`src/logic/tms_defs.vh`:
```
// Constants of the transmitter mode sequencer: offsets, fields, presets
// and timing figures. Assumes a 25 MHz system clock.
`ifndef TMS_DEFS_VH
`define TMS_DEFS_VH

////////////////////////////////////////////////////////////////////////
// Register offsets (byte addresses, one 32-bit word each)
`define TMS_OFS_APP         8'h00
`define TMS_OFS_FREQ        8'h04
`define TMS_OFS_STATUS      8'h08

////////////////////////////////////////////////////////////////////////
// Application settings field positions
`define TMS_APP_FORCE       15
`define TMS_APP_OOK         14
`define TMS_APP_BAND        13
`define TMS_APP_DEV_HI      12
`define TMS_APP_DEV_LO      5
`define TMS_APP_POWER       4
`define TMS_APP_IDLE        3

// Status field positions
`define TMS_ST_PRESET       7
`define TMS_ST_CFG          8
`define TMS_ST_READY        9

////////////////////////////////////////////////////////////////////////
// Preset values and reset values
`define TMS_APP_PRESET1     16'h20D4
`define TMS_APP_PRESET2     16'h401C
`define TMS_FREQ_PRESET1    19'h42CAD
`define TMS_FREQ_PRESET2    19'h42C1C
`define TMS_APP_RESET       16'h20D4
`define TMS_FREQ_RESET      19'h42CAD

// Synthesizer step as a power-of-two divisor of the reference
`define TMS_STEP_SHIFT_LOW  4'hE
`define TMS_STEP_SHIFT_HIGH 4'hD

// Configuration transfer length in select/clock cycles
`define TMS_CFG_CYCLES      5'h18

////////////////////////////////////////////////////////////////////////
// Timing figures in their own units
`define TMS_CLK_MHZ         25
`define TMS_START_US        200
`define TMS_WAKE_US         650
`define TMS_RAMP_US         20
`define TMS_HOP_LOW_US      500
`define TMS_HOP_HIGH_US     400
`define TMS_IDLE_SHORT_MS   2
`define TMS_IDLE_LONG_MS    20

`endif

```
`src/logic/tms_tx_mode_sequencer.v`:
```
// Operating-mode sequencer of a small FSK/OOK transmitter: power-up
// preset pick, wake-on-data, idle sleep, forced transmit and hops.
// Assumes select/clock and data pins are asynchronous to clk_in and a
// same-clock register master with one-cycle strobes.
//
// Implementation choices: the plain strobed port and the address map.
`include "tms_defs.vh"
`timescale 1ns/1ps
`default_nettype none

module tms_tx_mode_sequencer #(
    parameter OSC_START_US = 1000,  // Crystal dependent, plain default
    parameter [19:0] START_CYC =
        (`TMS_START_US + OSC_START_US) * `TMS_CLK_MHZ,
    parameter [19:0] WAKE_CYC =
        (`TMS_WAKE_US - `TMS_RAMP_US) * `TMS_CLK_MHZ,
    parameter [19:0] RELOCK_LOW_CYC =
        (`TMS_HOP_LOW_US - 2 * `TMS_RAMP_US) * `TMS_CLK_MHZ,
    parameter [19:0] RELOCK_HIGH_CYC =
        (`TMS_HOP_HIGH_US - 2 * `TMS_RAMP_US) * `TMS_CLK_MHZ,
    parameter [19:0] IDLE_SHORT_CYC =
        `TMS_IDLE_SHORT_MS * 1000 * `TMS_CLK_MHZ,
    parameter [19:0] IDLE_LONG_CYC =
        `TMS_IDLE_LONG_MS * 1000 * `TMS_CLK_MHZ
)(
    // Clock and reset
    input  wire        clk_in,
    input  wire        nrst_in,
    // Pins from the host
    input  wire        ctrl_pin_in,
    input  wire        data_pin_in,
    // Register port
    input  wire [7:0]  reg_addr_in,
    input  wire [31:0] reg_wdata_in,
    input  wire        reg_wr_in,
    input  wire        reg_rd_in,
    output reg  [31:0] reg_rdata_out,
    // Transmitter status and controls
    output wire        tx_ready_out,
    output reg         mod_data_out,
    output wire        awake_out,
    output wire        pa_on_out,
    output wire        pa_ramp_up_out,
    output wire        pa_ramp_down_out,
    output wire        pll_relock_out,
    output wire        cfg_busy_out,
    output reg         preset_two_out,
    // Synthesizer and modulator settings
    output wire [18:0] carrier_freq_out,
    output wire [7:0]  deviation_out,
    output wire [3:0]  step_shift_out,
    output wire        band_high_out,
    output wire        ook_out,
    output wire        power_high_out
);

    localparam [19:0] RAMP_CYC = `TMS_RAMP_US * `TMS_CLK_MHZ;
    localparam [19:0] ONE      = 20'h00001;

    localparam [6:0] ST_BOOT   = 7'h01;
    localparam [6:0] ST_SLEEP  = 7'h02;
    localparam [6:0] ST_WAKE   = 7'h04;
    localparam [6:0] ST_RUP    = 7'h08;
    localparam [6:0] ST_TX     = 7'h10;
    localparam [6:0] ST_RDN    = 7'h20;
    localparam [6:0] ST_RELOCK = 7'h40;

    ////////////////////////////////////////////////////////////////////
    // Pin synchronisers and edge detection

    reg ctrl_s1_ff;
    reg ctrl_s2_ff;
    reg ctrl_d_ff;
    reg data_s1_ff;
    reg data_s2_ff;
    reg data_d_ff;

    always @(posedge clk_in or negedge nrst_in)
    begin
        if (!nrst_in)
        begin
            ctrl_s1_ff <= 1'b0;
            ctrl_s2_ff <= 1'b0;
            ctrl_d_ff  <= 1'b0;
            data_s1_ff <= 1'b0;
            data_s2_ff <= 1'b0;
            data_d_ff  <= 1'b0;
        end
        else
        begin
            ctrl_s1_ff <= ctrl_pin_in;
            ctrl_s2_ff <= ctrl_s1_ff;
            ctrl_d_ff  <= ctrl_s2_ff;
            data_s1_ff <= data_pin_in;
            data_s2_ff <= data_s1_ff;
            data_d_ff  <= data_s2_ff;
        end
    end

    wire ctrl_rise = ctrl_s2_ff & ~ctrl_d_ff;
    wire ctrl_fall = ~ctrl_s2_ff & ctrl_d_ff;
    wire data_rise = data_s2_ff & ~data_d_ff;
    wire data_edge = data_s2_ff ^ data_d_ff;

    ////////////////////////////////////////////////////////////////////
    // Registers

    reg  [6:0]  state_ff;
    reg  [6:0]  nxt_state;
    reg  [19:0] tmr_ff;
    reg  [19:0] nxt_tmr;
    reg  [15:0] app_ff;
    reg  [18:0] freq_ff;
    reg         hop_ff;
    reg         cfg_ff;
    reg  [4:0]  cfg_cnt_ff;

    wire wr_app    = reg_wr_in && (reg_addr_in == `TMS_OFS_APP);
    wire wr_freq   = reg_wr_in && (reg_addr_in == `TMS_OFS_FREQ);
    wire boot_done = (state_ff == ST_BOOT) && (tmr_ff == 20'h00000);
    wire forced    = app_ff[`TMS_APP_FORCE];
    wire band_high = app_ff[`TMS_APP_BAND];
    wire tmr_zero  = (tmr_ff == 20'h00000);

    // Preset pick happens once, on the clock after the start delay
    always @(posedge clk_in or negedge nrst_in)
    begin
        if (!nrst_in)
        begin
            app_ff         <= `TMS_APP_RESET;
            freq_ff        <= `TMS_FREQ_RESET;
            preset_two_out <= 1'b0;
        end
        else if (boot_done)
        begin
            preset_two_out <= ctrl_s2_ff;
            app_ff  <= ctrl_s2_ff ? `TMS_APP_PRESET2
                                  : `TMS_APP_PRESET1;
            freq_ff <= ctrl_s2_ff ? `TMS_FREQ_PRESET2
                                  : `TMS_FREQ_PRESET1;
        end
        else
        begin
            if (wr_app)
                app_ff <= reg_wdata_in[15:0];
            if (wr_freq)
                freq_ff <= reg_wdata_in[18:0];
        end
    end

    ////////////////////////////////////////////////////////////////////
    // Configuration transfer tracking on the select/clock pin

    always @(posedge clk_in or negedge nrst_in)
    begin
        if (!nrst_in)
        begin
            cfg_ff     <= 1'b0;
            cfg_cnt_ff <= 5'h00;
        end
        else if (!cfg_ff)
        begin
            // Edges before the preset pick are part of the strap, not config
            if (ctrl_rise && !data_s2_ff && (state_ff != ST_BOOT))
            begin
                cfg_ff     <= 1'b1;
                cfg_cnt_ff <= 5'h01;
            end
        end
        else if (ctrl_rise && (cfg_cnt_ff != `TMS_CFG_CYCLES))
            cfg_cnt_ff <= cfg_cnt_ff + 5'h01;
        else if (ctrl_fall && (cfg_cnt_ff == `TMS_CFG_CYCLES))
            cfg_ff <= 1'b0;
    end

    ////////////////////////////////////////////////////////////////////
    // Mode sequencer

    function [19:0] load_for;
        input [6:0] st;
        input       idle_long;
        input       band;
        begin
            case (st)
                ST_WAKE:   load_for = WAKE_CYC - ONE;
                ST_RUP:    load_for = RAMP_CYC - ONE;
                ST_RDN:    load_for = RAMP_CYC - ONE;
                ST_RELOCK: load_for = band ? RELOCK_HIGH_CYC - ONE
                                           : RELOCK_LOW_CYC - ONE;
                ST_TX:     load_for = idle_long ? IDLE_LONG_CYC - ONE
                                                : IDLE_SHORT_CYC - ONE;
                default:   load_for = 20'h00000;
            endcase
        end
    endfunction

    always @*
    begin
        nxt_state = state_ff;
        case (state_ff)
            ST_BOOT:
                if (tmr_zero)
                    nxt_state = ST_SLEEP;
            ST_SLEEP:
                if (forced)
                    nxt_state = ST_WAKE;
                else if (data_rise)
                    nxt_state = ST_WAKE;
            ST_WAKE:
                if (tmr_zero)
                    nxt_state = ST_RUP;
            ST_RUP:
                if (tmr_zero)
                    nxt_state = ST_TX;
            ST_TX:
                if (wr_freq)
                    nxt_state = ST_RDN;
                else if (forced)
                    nxt_state = ST_TX;
                else if (tmr_zero && !data_edge)
                    nxt_state = ST_RDN;
            ST_RDN:
                if (tmr_zero)
                    nxt_state = hop_ff ? ST_RELOCK : ST_SLEEP;
            ST_RELOCK:
                if (tmr_zero)
                    nxt_state = ST_RUP;
            default:
                nxt_state = ST_SLEEP;
        endcase
    end

    // Leaving forced transmit with the force bit cleared also lands on
    // the idle check, so a cleared bit with an expired timer turns off
    always @*
    begin
        nxt_tmr = tmr_ff;
        if (nxt_state != state_ff)
            nxt_tmr = load_for(nxt_state, app_ff[`TMS_APP_IDLE], band_high);
        else if ((state_ff == ST_TX) && data_edge)
            nxt_tmr = load_for(ST_TX, app_ff[`TMS_APP_IDLE],
                               band_high);
        else if (!tmr_zero)
            nxt_tmr = tmr_ff - ONE;
    end

    always @(posedge clk_in or negedge nrst_in)
    begin
        if (!nrst_in)
        begin
            state_ff <= ST_BOOT;
            tmr_ff   <= START_CYC - ONE;
            hop_ff   <= 1'b0;
        end
        else
        begin
            state_ff <= nxt_state;
            tmr_ff   <= nxt_tmr;
            // A hop request only counts while transmitting
            if ((state_ff == ST_TX) && wr_freq)
                hop_ff <= 1'b1;
            else if (state_ff == ST_RELOCK)
                hop_ff <= 1'b0;
        end
    end

    ////////////////////////////////////////////////////////////////////
    // Modulator input and register read-back

    wire [31:0] status_word = {22'h000000,
                               (state_ff == ST_TX),
                               cfg_ff,
                               preset_two_out,
                               state_ff};

    always @(posedge clk_in or negedge nrst_in)
    begin
        if (!nrst_in)
        begin
            mod_data_out  <= 1'b0;
            reg_rdata_out <= 32'h00000000;
        end
        else
        begin
            mod_data_out <= (state_ff == ST_TX) && !cfg_ff
                            && data_s2_ff;
            if (!reg_rd_in)
                reg_rdata_out <= 32'h00000000;
            else
                case (reg_addr_in)
                    `TMS_OFS_APP:    reg_rdata_out <= {16'h0000, app_ff};
                    `TMS_OFS_FREQ:   reg_rdata_out <= {13'h0000, freq_ff};
                    `TMS_OFS_STATUS: reg_rdata_out <= status_word;
                    default:         reg_rdata_out <= 32'h00000000;
                endcase
        end
    end

    ////////////////////////////////////////////////////////////////////
    // Outputs

    assign tx_ready_out     = (state_ff == ST_TX);
    assign awake_out        = (state_ff != ST_BOOT) && (state_ff != ST_SLEEP);
    assign pa_ramp_up_out   = (state_ff == ST_RUP);
    assign pa_ramp_down_out = (state_ff == ST_RDN);
    assign pa_on_out        = pa_ramp_up_out | tx_ready_out | pa_ramp_down_out;
    assign pll_relock_out   = (state_ff == ST_RELOCK);
    assign cfg_busy_out     = cfg_ff;
    assign carrier_freq_out = freq_ff;
    assign deviation_out    = app_ff[`TMS_APP_DEV_HI:`TMS_APP_DEV_LO];
    assign band_high_out    = band_high;
    assign step_shift_out   = band_high ? `TMS_STEP_SHIFT_HIGH
                                        : `TMS_STEP_SHIFT_LOW;
    assign ook_out          = app_ff[`TMS_APP_OOK];
    assign power_high_out   = app_ff[`TMS_APP_POWER];

endmodule // tms_tx_mode_sequencer

`default_nettype wire

```
`config.mk`:
```
export PLATFORM = sky130hd
export DESIGN_NAME = tms_tx_mode_sequencer
export DESIGN_NICKNAME = d
export VERILOG_FILES = /design/src/logic/tms_tx_mode_sequencer.v
export VERILOG_INCLUDE_DIRS = /design/src /design/src/logic
export SDC_FILE = /design/constraint.sdc
export NUM_CORES = 1
export LEC_CHECK = 0
export ABC_AREA = 1
export BUFFER_PORTS_ARGS = -buffer_cell sky130_fd_sc_hd__buf_2
export CAP_MARGIN = 20
export CORE_MARGIN = 3
export CORE_UTILIZATION = 50
export CTS_CLUSTER_SIZE = 8
export DETAILED_ROUTE_END_ITERATION = 10
export PLACE_DENSITY = 0.77
export SLEW_MARGIN = 5
export SYNTH_ARGS = -nofsm -noshare
export SYNTH_HDL_FRONTEND = slang
export SYNTH_SLANG_ARGS = --single-unit
```
`constraint.sdc`:
```
create_clock -name clk_in -period 2.28 [get_ports clk_in]
set_input_delay 0.456 -clock clk_in [delete_from_list [all_inputs] [get_ports clk_in]]
set_output_delay 0.456 -clock clk_in [all_outputs]
set_load 0.02 [all_outputs]
```
==> flow_metrics.env <==
export IMPL_setup_skew_after_layout_ns=0.00743
export IMPL_vias=5266
export IMPL_clkSlewWorstSetupHoldPaths_ns=0.10
export IMPL_critical_path_top_delay_family="simple AND/OR/NAND/NOR gates"
export IMPL_reg2regPathDepth=14
export IMPL_maximum_number_of_pins_on_one_net_before_global_route_repair=43
export IMPL_timing_critical_path_from_type="flip-flop"
export IMPL_cp_depth=14
export IMPL_cp_common_cell="sky130_fd_sc_hd__nor2_4"
export IMPL_crit_chain="inv_2 > nand2_2 > nor2_4 > o211ai_1 > nand3_2 > nand2_2 > nor2_4 > nand3_4 > nor2_4 > buf_12 > nand3_4 > buf_6 > nand2_1 > inv_1"
export IMPL_slew_headroom_pct=60.5
export IMPL_synth_cell_area_um2=5540
export IMPL_dp_final_hpwl_mm=11.3
export IMPL_multiInputGateArea_um2=2660
export IMPL_wire_length_of_the_first_global_routing_pass_mm=25.2
export IMPL_final_min_clock_period_ns=2.26
export IMPL_worst_path_buf_inv=4
export IMPL_post_route_worst_setup_slack_ns=0.0167
export IMPL_hold_fix_buffer_count_after_cts=0
export IMPL_ir_drop_v=0.000521
export IMPL_timing_critical_path_to_type="flip-flop"
export IMPL_cts_root_buffer_cell="sky130_fd_sc_hd__clkbuf_8"
export IMPL_boundaryPins=121
export IMPL_drtIter0Drc=347
export IMPL_final_period_utilization_pct=99.3
export IMPL_timing_reg2reg_setup_slack_ns=0.02
export IMPL_synth_top_flop_cell="sky130_fd_sc_hd__dfrtp_1"
export IMPL_worstReg2RegEnd="tmr_ff[4]"
export IMPL_synthArstFlopShare_pct=100
export IMPL_synth_edf_count=0
export IMPL_synth_yosys_seq_area_share_pct=43.9
export IMPL_critical_path_max_fanout=10
export IMPL_grt_usage_pct=25.1
export IMPL_chipHeight_um=111
export IMPL_fp_row_count=37
export IMPL_route_detailed_vias_per_inst=5.15
export IMPL_tritoncts_clock_tree="yes"
export IMPL_chipWidth_um=111
export IMPL_yosys_cell_types_count=44
export IMPL_cp_required_ns=2.56
export IMPL_cp_data_arrival_time_ns=2.55
export IMPL_setup_worst_path_end="tmr_ff[4]"
export IMPL_layout_area_seq_um2=2440
export IMPL_routed_wire_length_per_instance_um=15.6
export IMPL_drive_gt1_share_pct=37.4
export IMPL_finalWirelength_mm=15.9
export IMPL_p_leak_nw=4.10
export IMPL_core_area_um2=10600
export IMPL_fp_dieArea_um2=12400
export IMPL_antenna_violating_nets_post_route=0
export IMPL_postSynthAreaPerCell_um2=7.73
export IMPL_num_antenna_cells=0
export IMPL_port_buffer_count=92
export IMPL_placement_setup_worst_slack_ns=-0.0296
export IMPL_power_density_cell_area_nw_per_um2=939
export IMPL_totalNegativeSetupSlack_ns=0
export IMPL_postSynthCellCount=717
export IMPL_drtPass1Iterations=7
export IMPL_tritoncts_num_buffers=9
export IMPL_htree_levels=3
export IMPL_area_growth_synth_to_final_pct=28.1
export IMPL_hold_viol_final=0
export IMPL_slew_at_the_pin_closest_to_its_max_slew_limit_ns=0.592
export IMPL_starting_density_of_the_core_pct=52.5
export IMPL_worst_skew_pair_late_latency_ns=0.38
export IMPL_synthesis_yosys_warnings=0
export IMPL_status="finished clean"
export IMPL_final_setup_viol_count=0
export IMPL_overflow=0
export IMPL_min_delay_path_class="input pin to async pin"
export IMPL_cp_peak_stage_delay_ns=0.45
export IMPL_final_fill_count=848
export IMPL_worst_setup_path_type="flip-flop to flip-flop"
export IMPL_worstSetupStartpoint="state_ff[5]"
export IMPL_number_of_clock_sinks_seen_by_cts=96
export IMPL_max_freq_mhz=442
export IMPL_grt_pass1_vias=5242
export IMPL_routabilityCongestion=0.939
export IMPL_maxCapViolCount=0
export IMPL_rsz0062_at_grt="yes"
export IMPL_nNetsFinal=931
export IMPL_buffers_from_clock_root_to_sink_at_most=2
export IMPL_critical_path_slowest_cell="sky130_fd_sc_hd__dfrtp_2"
export IMPL_antenna_found_initial=0
export IMPL_yosys_register_bits=96
export IMPL_regToRegStartpoint="state_ff[5]"
export IMPL_drc=0
export IMPL_drv_slew=0
-- what timing repair did --
action                                  in CTS  in global routing
resized for setup                           11                 59
buffers inserted                             8                  9
pin swaps                                   11                 25
endpoints found under the setup margin      15                 27
gates cloned                                 1                  2
-- flip-flops by register name, summed over array words and instances, names as in the netlist --
signal            flops
state_ff              7
ctrl_d_ff             1
tmr_ff               20
data_s2_ff            1
hop_ff                1
ctrl_s1_ff            1
data_d_ff             1
preset_two_out        1
mod_data_out          1
ctrl_s2_ff            1
cfg_busy_out          1
cfg_cnt_ff            5
data_s1_ff            1
app_ff               16
reg_rdata_out        19
carrier_freq_out     19
-- synthesized netlist by cell type, types with 2 or more instances --
cell type | n | area [µm²]
sky130_fd_sc_hd__nor2_1 | 74 | 278
sky130_fd_sc_hd__nand3_1 | 28 | 140
sky130_fd_sc_hd__nand3_4 | 3 | 52.6
sky130_fd_sc_hd__nand4_1 | 9 | 56.3
sky130_fd_sc_hd__o21ai_1 | 4 | 20.0
sky130_fd_sc_hd__o21a_1 | 2 | 15.0
sky130_fd_sc_hd__o211ai_1 | 7 | 52.6
sky130_fd_sc_hd__buf_6 | 4 | 45.0
sky130_fd_sc_hd__o221ai_1 | 3 | 26.3
sky130_fd_sc_hd__dfrtp_1 | 71 | 1780
sky130_fd_sc_hd__inv_2 | 12 | 45.0
sky130_fd_sc_hd__nor2_4 | 5 | 56.3
sky130_fd_sc_hd__nor2_2 | 9 | 56.3
sky130_fd_sc_hd__o21ai_0 | 36 | 180
sky130_fd_sc_hd__nand2_4 | 5 | 56.3
sky130_fd_sc_hd__a31oi_1 | 5 | 31.3
sky130_fd_sc_hd__dfstp_2 | 25 | 657
sky130_fd_sc_hd__inv_1 | 99 | 372
sky130_fd_sc_hd__nand3_2 | 7 | 70.1
sky130_fd_sc_hd__nand2_2 | 13 | 81.3
sky130_fd_sc_hd__nor3_1 | 4 | 20.0
sky130_fd_sc_hd__buf_2 | 4 | 20.0
sky130_fd_sc_hd__conb_1 | 2 | 7.51
sky130_fd_sc_hd__clkinv_1 | 2 | 7.51
sky130_fd_sc_hd__xnor2_1 | 4 | 35.0
sky130_fd_sc_hd__xor2_1 | 11 | 96.3
sky130_fd_sc_hd__nor3_2 | 3 | 30.0
sky130_fd_sc_hd__clkbuf_1 | 6 | 22.5
sky130_fd_sc_hd__o22ai_1 | 6 | 37.5
sky130_fd_sc_hd__a21oi_1 | 15 | 75.1
sky130_fd_sc_hd__a21boi_0 | 3 | 22.5
sky130_fd_sc_hd__ha_1 | 4 | 50.1
sky130_fd_sc_hd__nor2_8 | 3 | 60.1
sky130_fd_sc_hd__nand2_1 | 194 | 728
sky130_fd_sc_hd__nor4_1 | 3 | 18.8
sky130_fd_sc_hd__buf_4 | 24 | 180
-- metrics by stage --
stage               hold WS, ns  power, mW  area (µm²)  utilization [%]  instances
floorplan                 0.160       4.06        5590                -        730
global placement          0.336       4.76        6480             61.4        987
detailed placement        0.339       4.82        6480             61.4        987
CTS                      0.0807       6.15        6810             64.5       1012
global route             0.0883       7.06        7100             67.2       1022
finish                   0.0614       6.66        7100             67.2       1022
-- final cells by class --
type | count | area share [%]
well taps | 136 | 2.40
repair buffers | 177 | 16.8
repair inverters | 1 | 0.106
clock inverters | 6 | 0.917
clock buffers | 10 | 1.80
inverters | 114 | 6.12
multi-input cells | 482 | 37.5
flip-flops and latches | 96 | 34.3
-- power by group --
group	switching (mW)	internal (mW)
sequential	0.204	1.99
clock	0.635	0.512
combinational	1.87	1.45
-- metal layers --
metal / up-vias / track usage [%] / part of all wire (%)
met2: 205 / 42.8 / 50
li1: 2528 / - / -
met3: 34 / 5.35 / 6.1
met1: 2499 / 31.2 / 42
met4: 0 / 9.25 / 2.2
met5: - / 0 / 0
-- cell families (layout without fill, tap and decap cells) --
family | Yosys count | in the layout | share of synthesized area, %
flops | 96 | 96 | 43.9
fa+ha+maj | 4 | 4 | 0.903
other cells | 2 | 15 | 0.136
simple gates | 362 | 362 | 31.0
compound gates | 86 | 86 | 9.06
xor+xnor | 15 | 15 | 2.37
buf+inv | 152 | 308 | 12.6
-- worst min-delay path by stage --
stage,endpoint,slack [ns]
floorplan,app_ff[0],0.16
global placement,data_s2_ff,0.34
finish,cfg_cnt_ff[4],0.06
detailed placement,ctrl_s2_ff,0.34
global route,cfg_cnt_ff[4],0.09
CTS,cfg_cnt_ff[4],0.08
-- layout by cell type, fill, tap and decap left out, drive strengths merged, types with 2 or more instances in the layout --
cell type | synthesis | final
buf | 32 | 176
o221ai | 3 | 3
nand2 | 212 | 212
o211ai | 7 | 7
conb | 2 | 15
xor2 | 11 | 11
clkinvlp | 0 | 3
dfrtp | 71 | 71
ha | 4 | 4
inv | 112 | 113
nand4 | 9 | 9
a21oi | 16 | 16
dfstp | 25 | 25
o21ai | 40 | 40
xnor2 | 4 | 4
nor3 | 7 | 7
nor4 | 3 | 3
clkinv | 2 | 4
a31oi | 5 | 5
o21a | 2 | 2
clkbuf | 6 | 11
nor2 | 91 | 91
nand3 | 38 | 38
o22ai | 6 | 6
a21boi | 4 | 4
No activity file was read; power rests on OpenSTA's default activity.
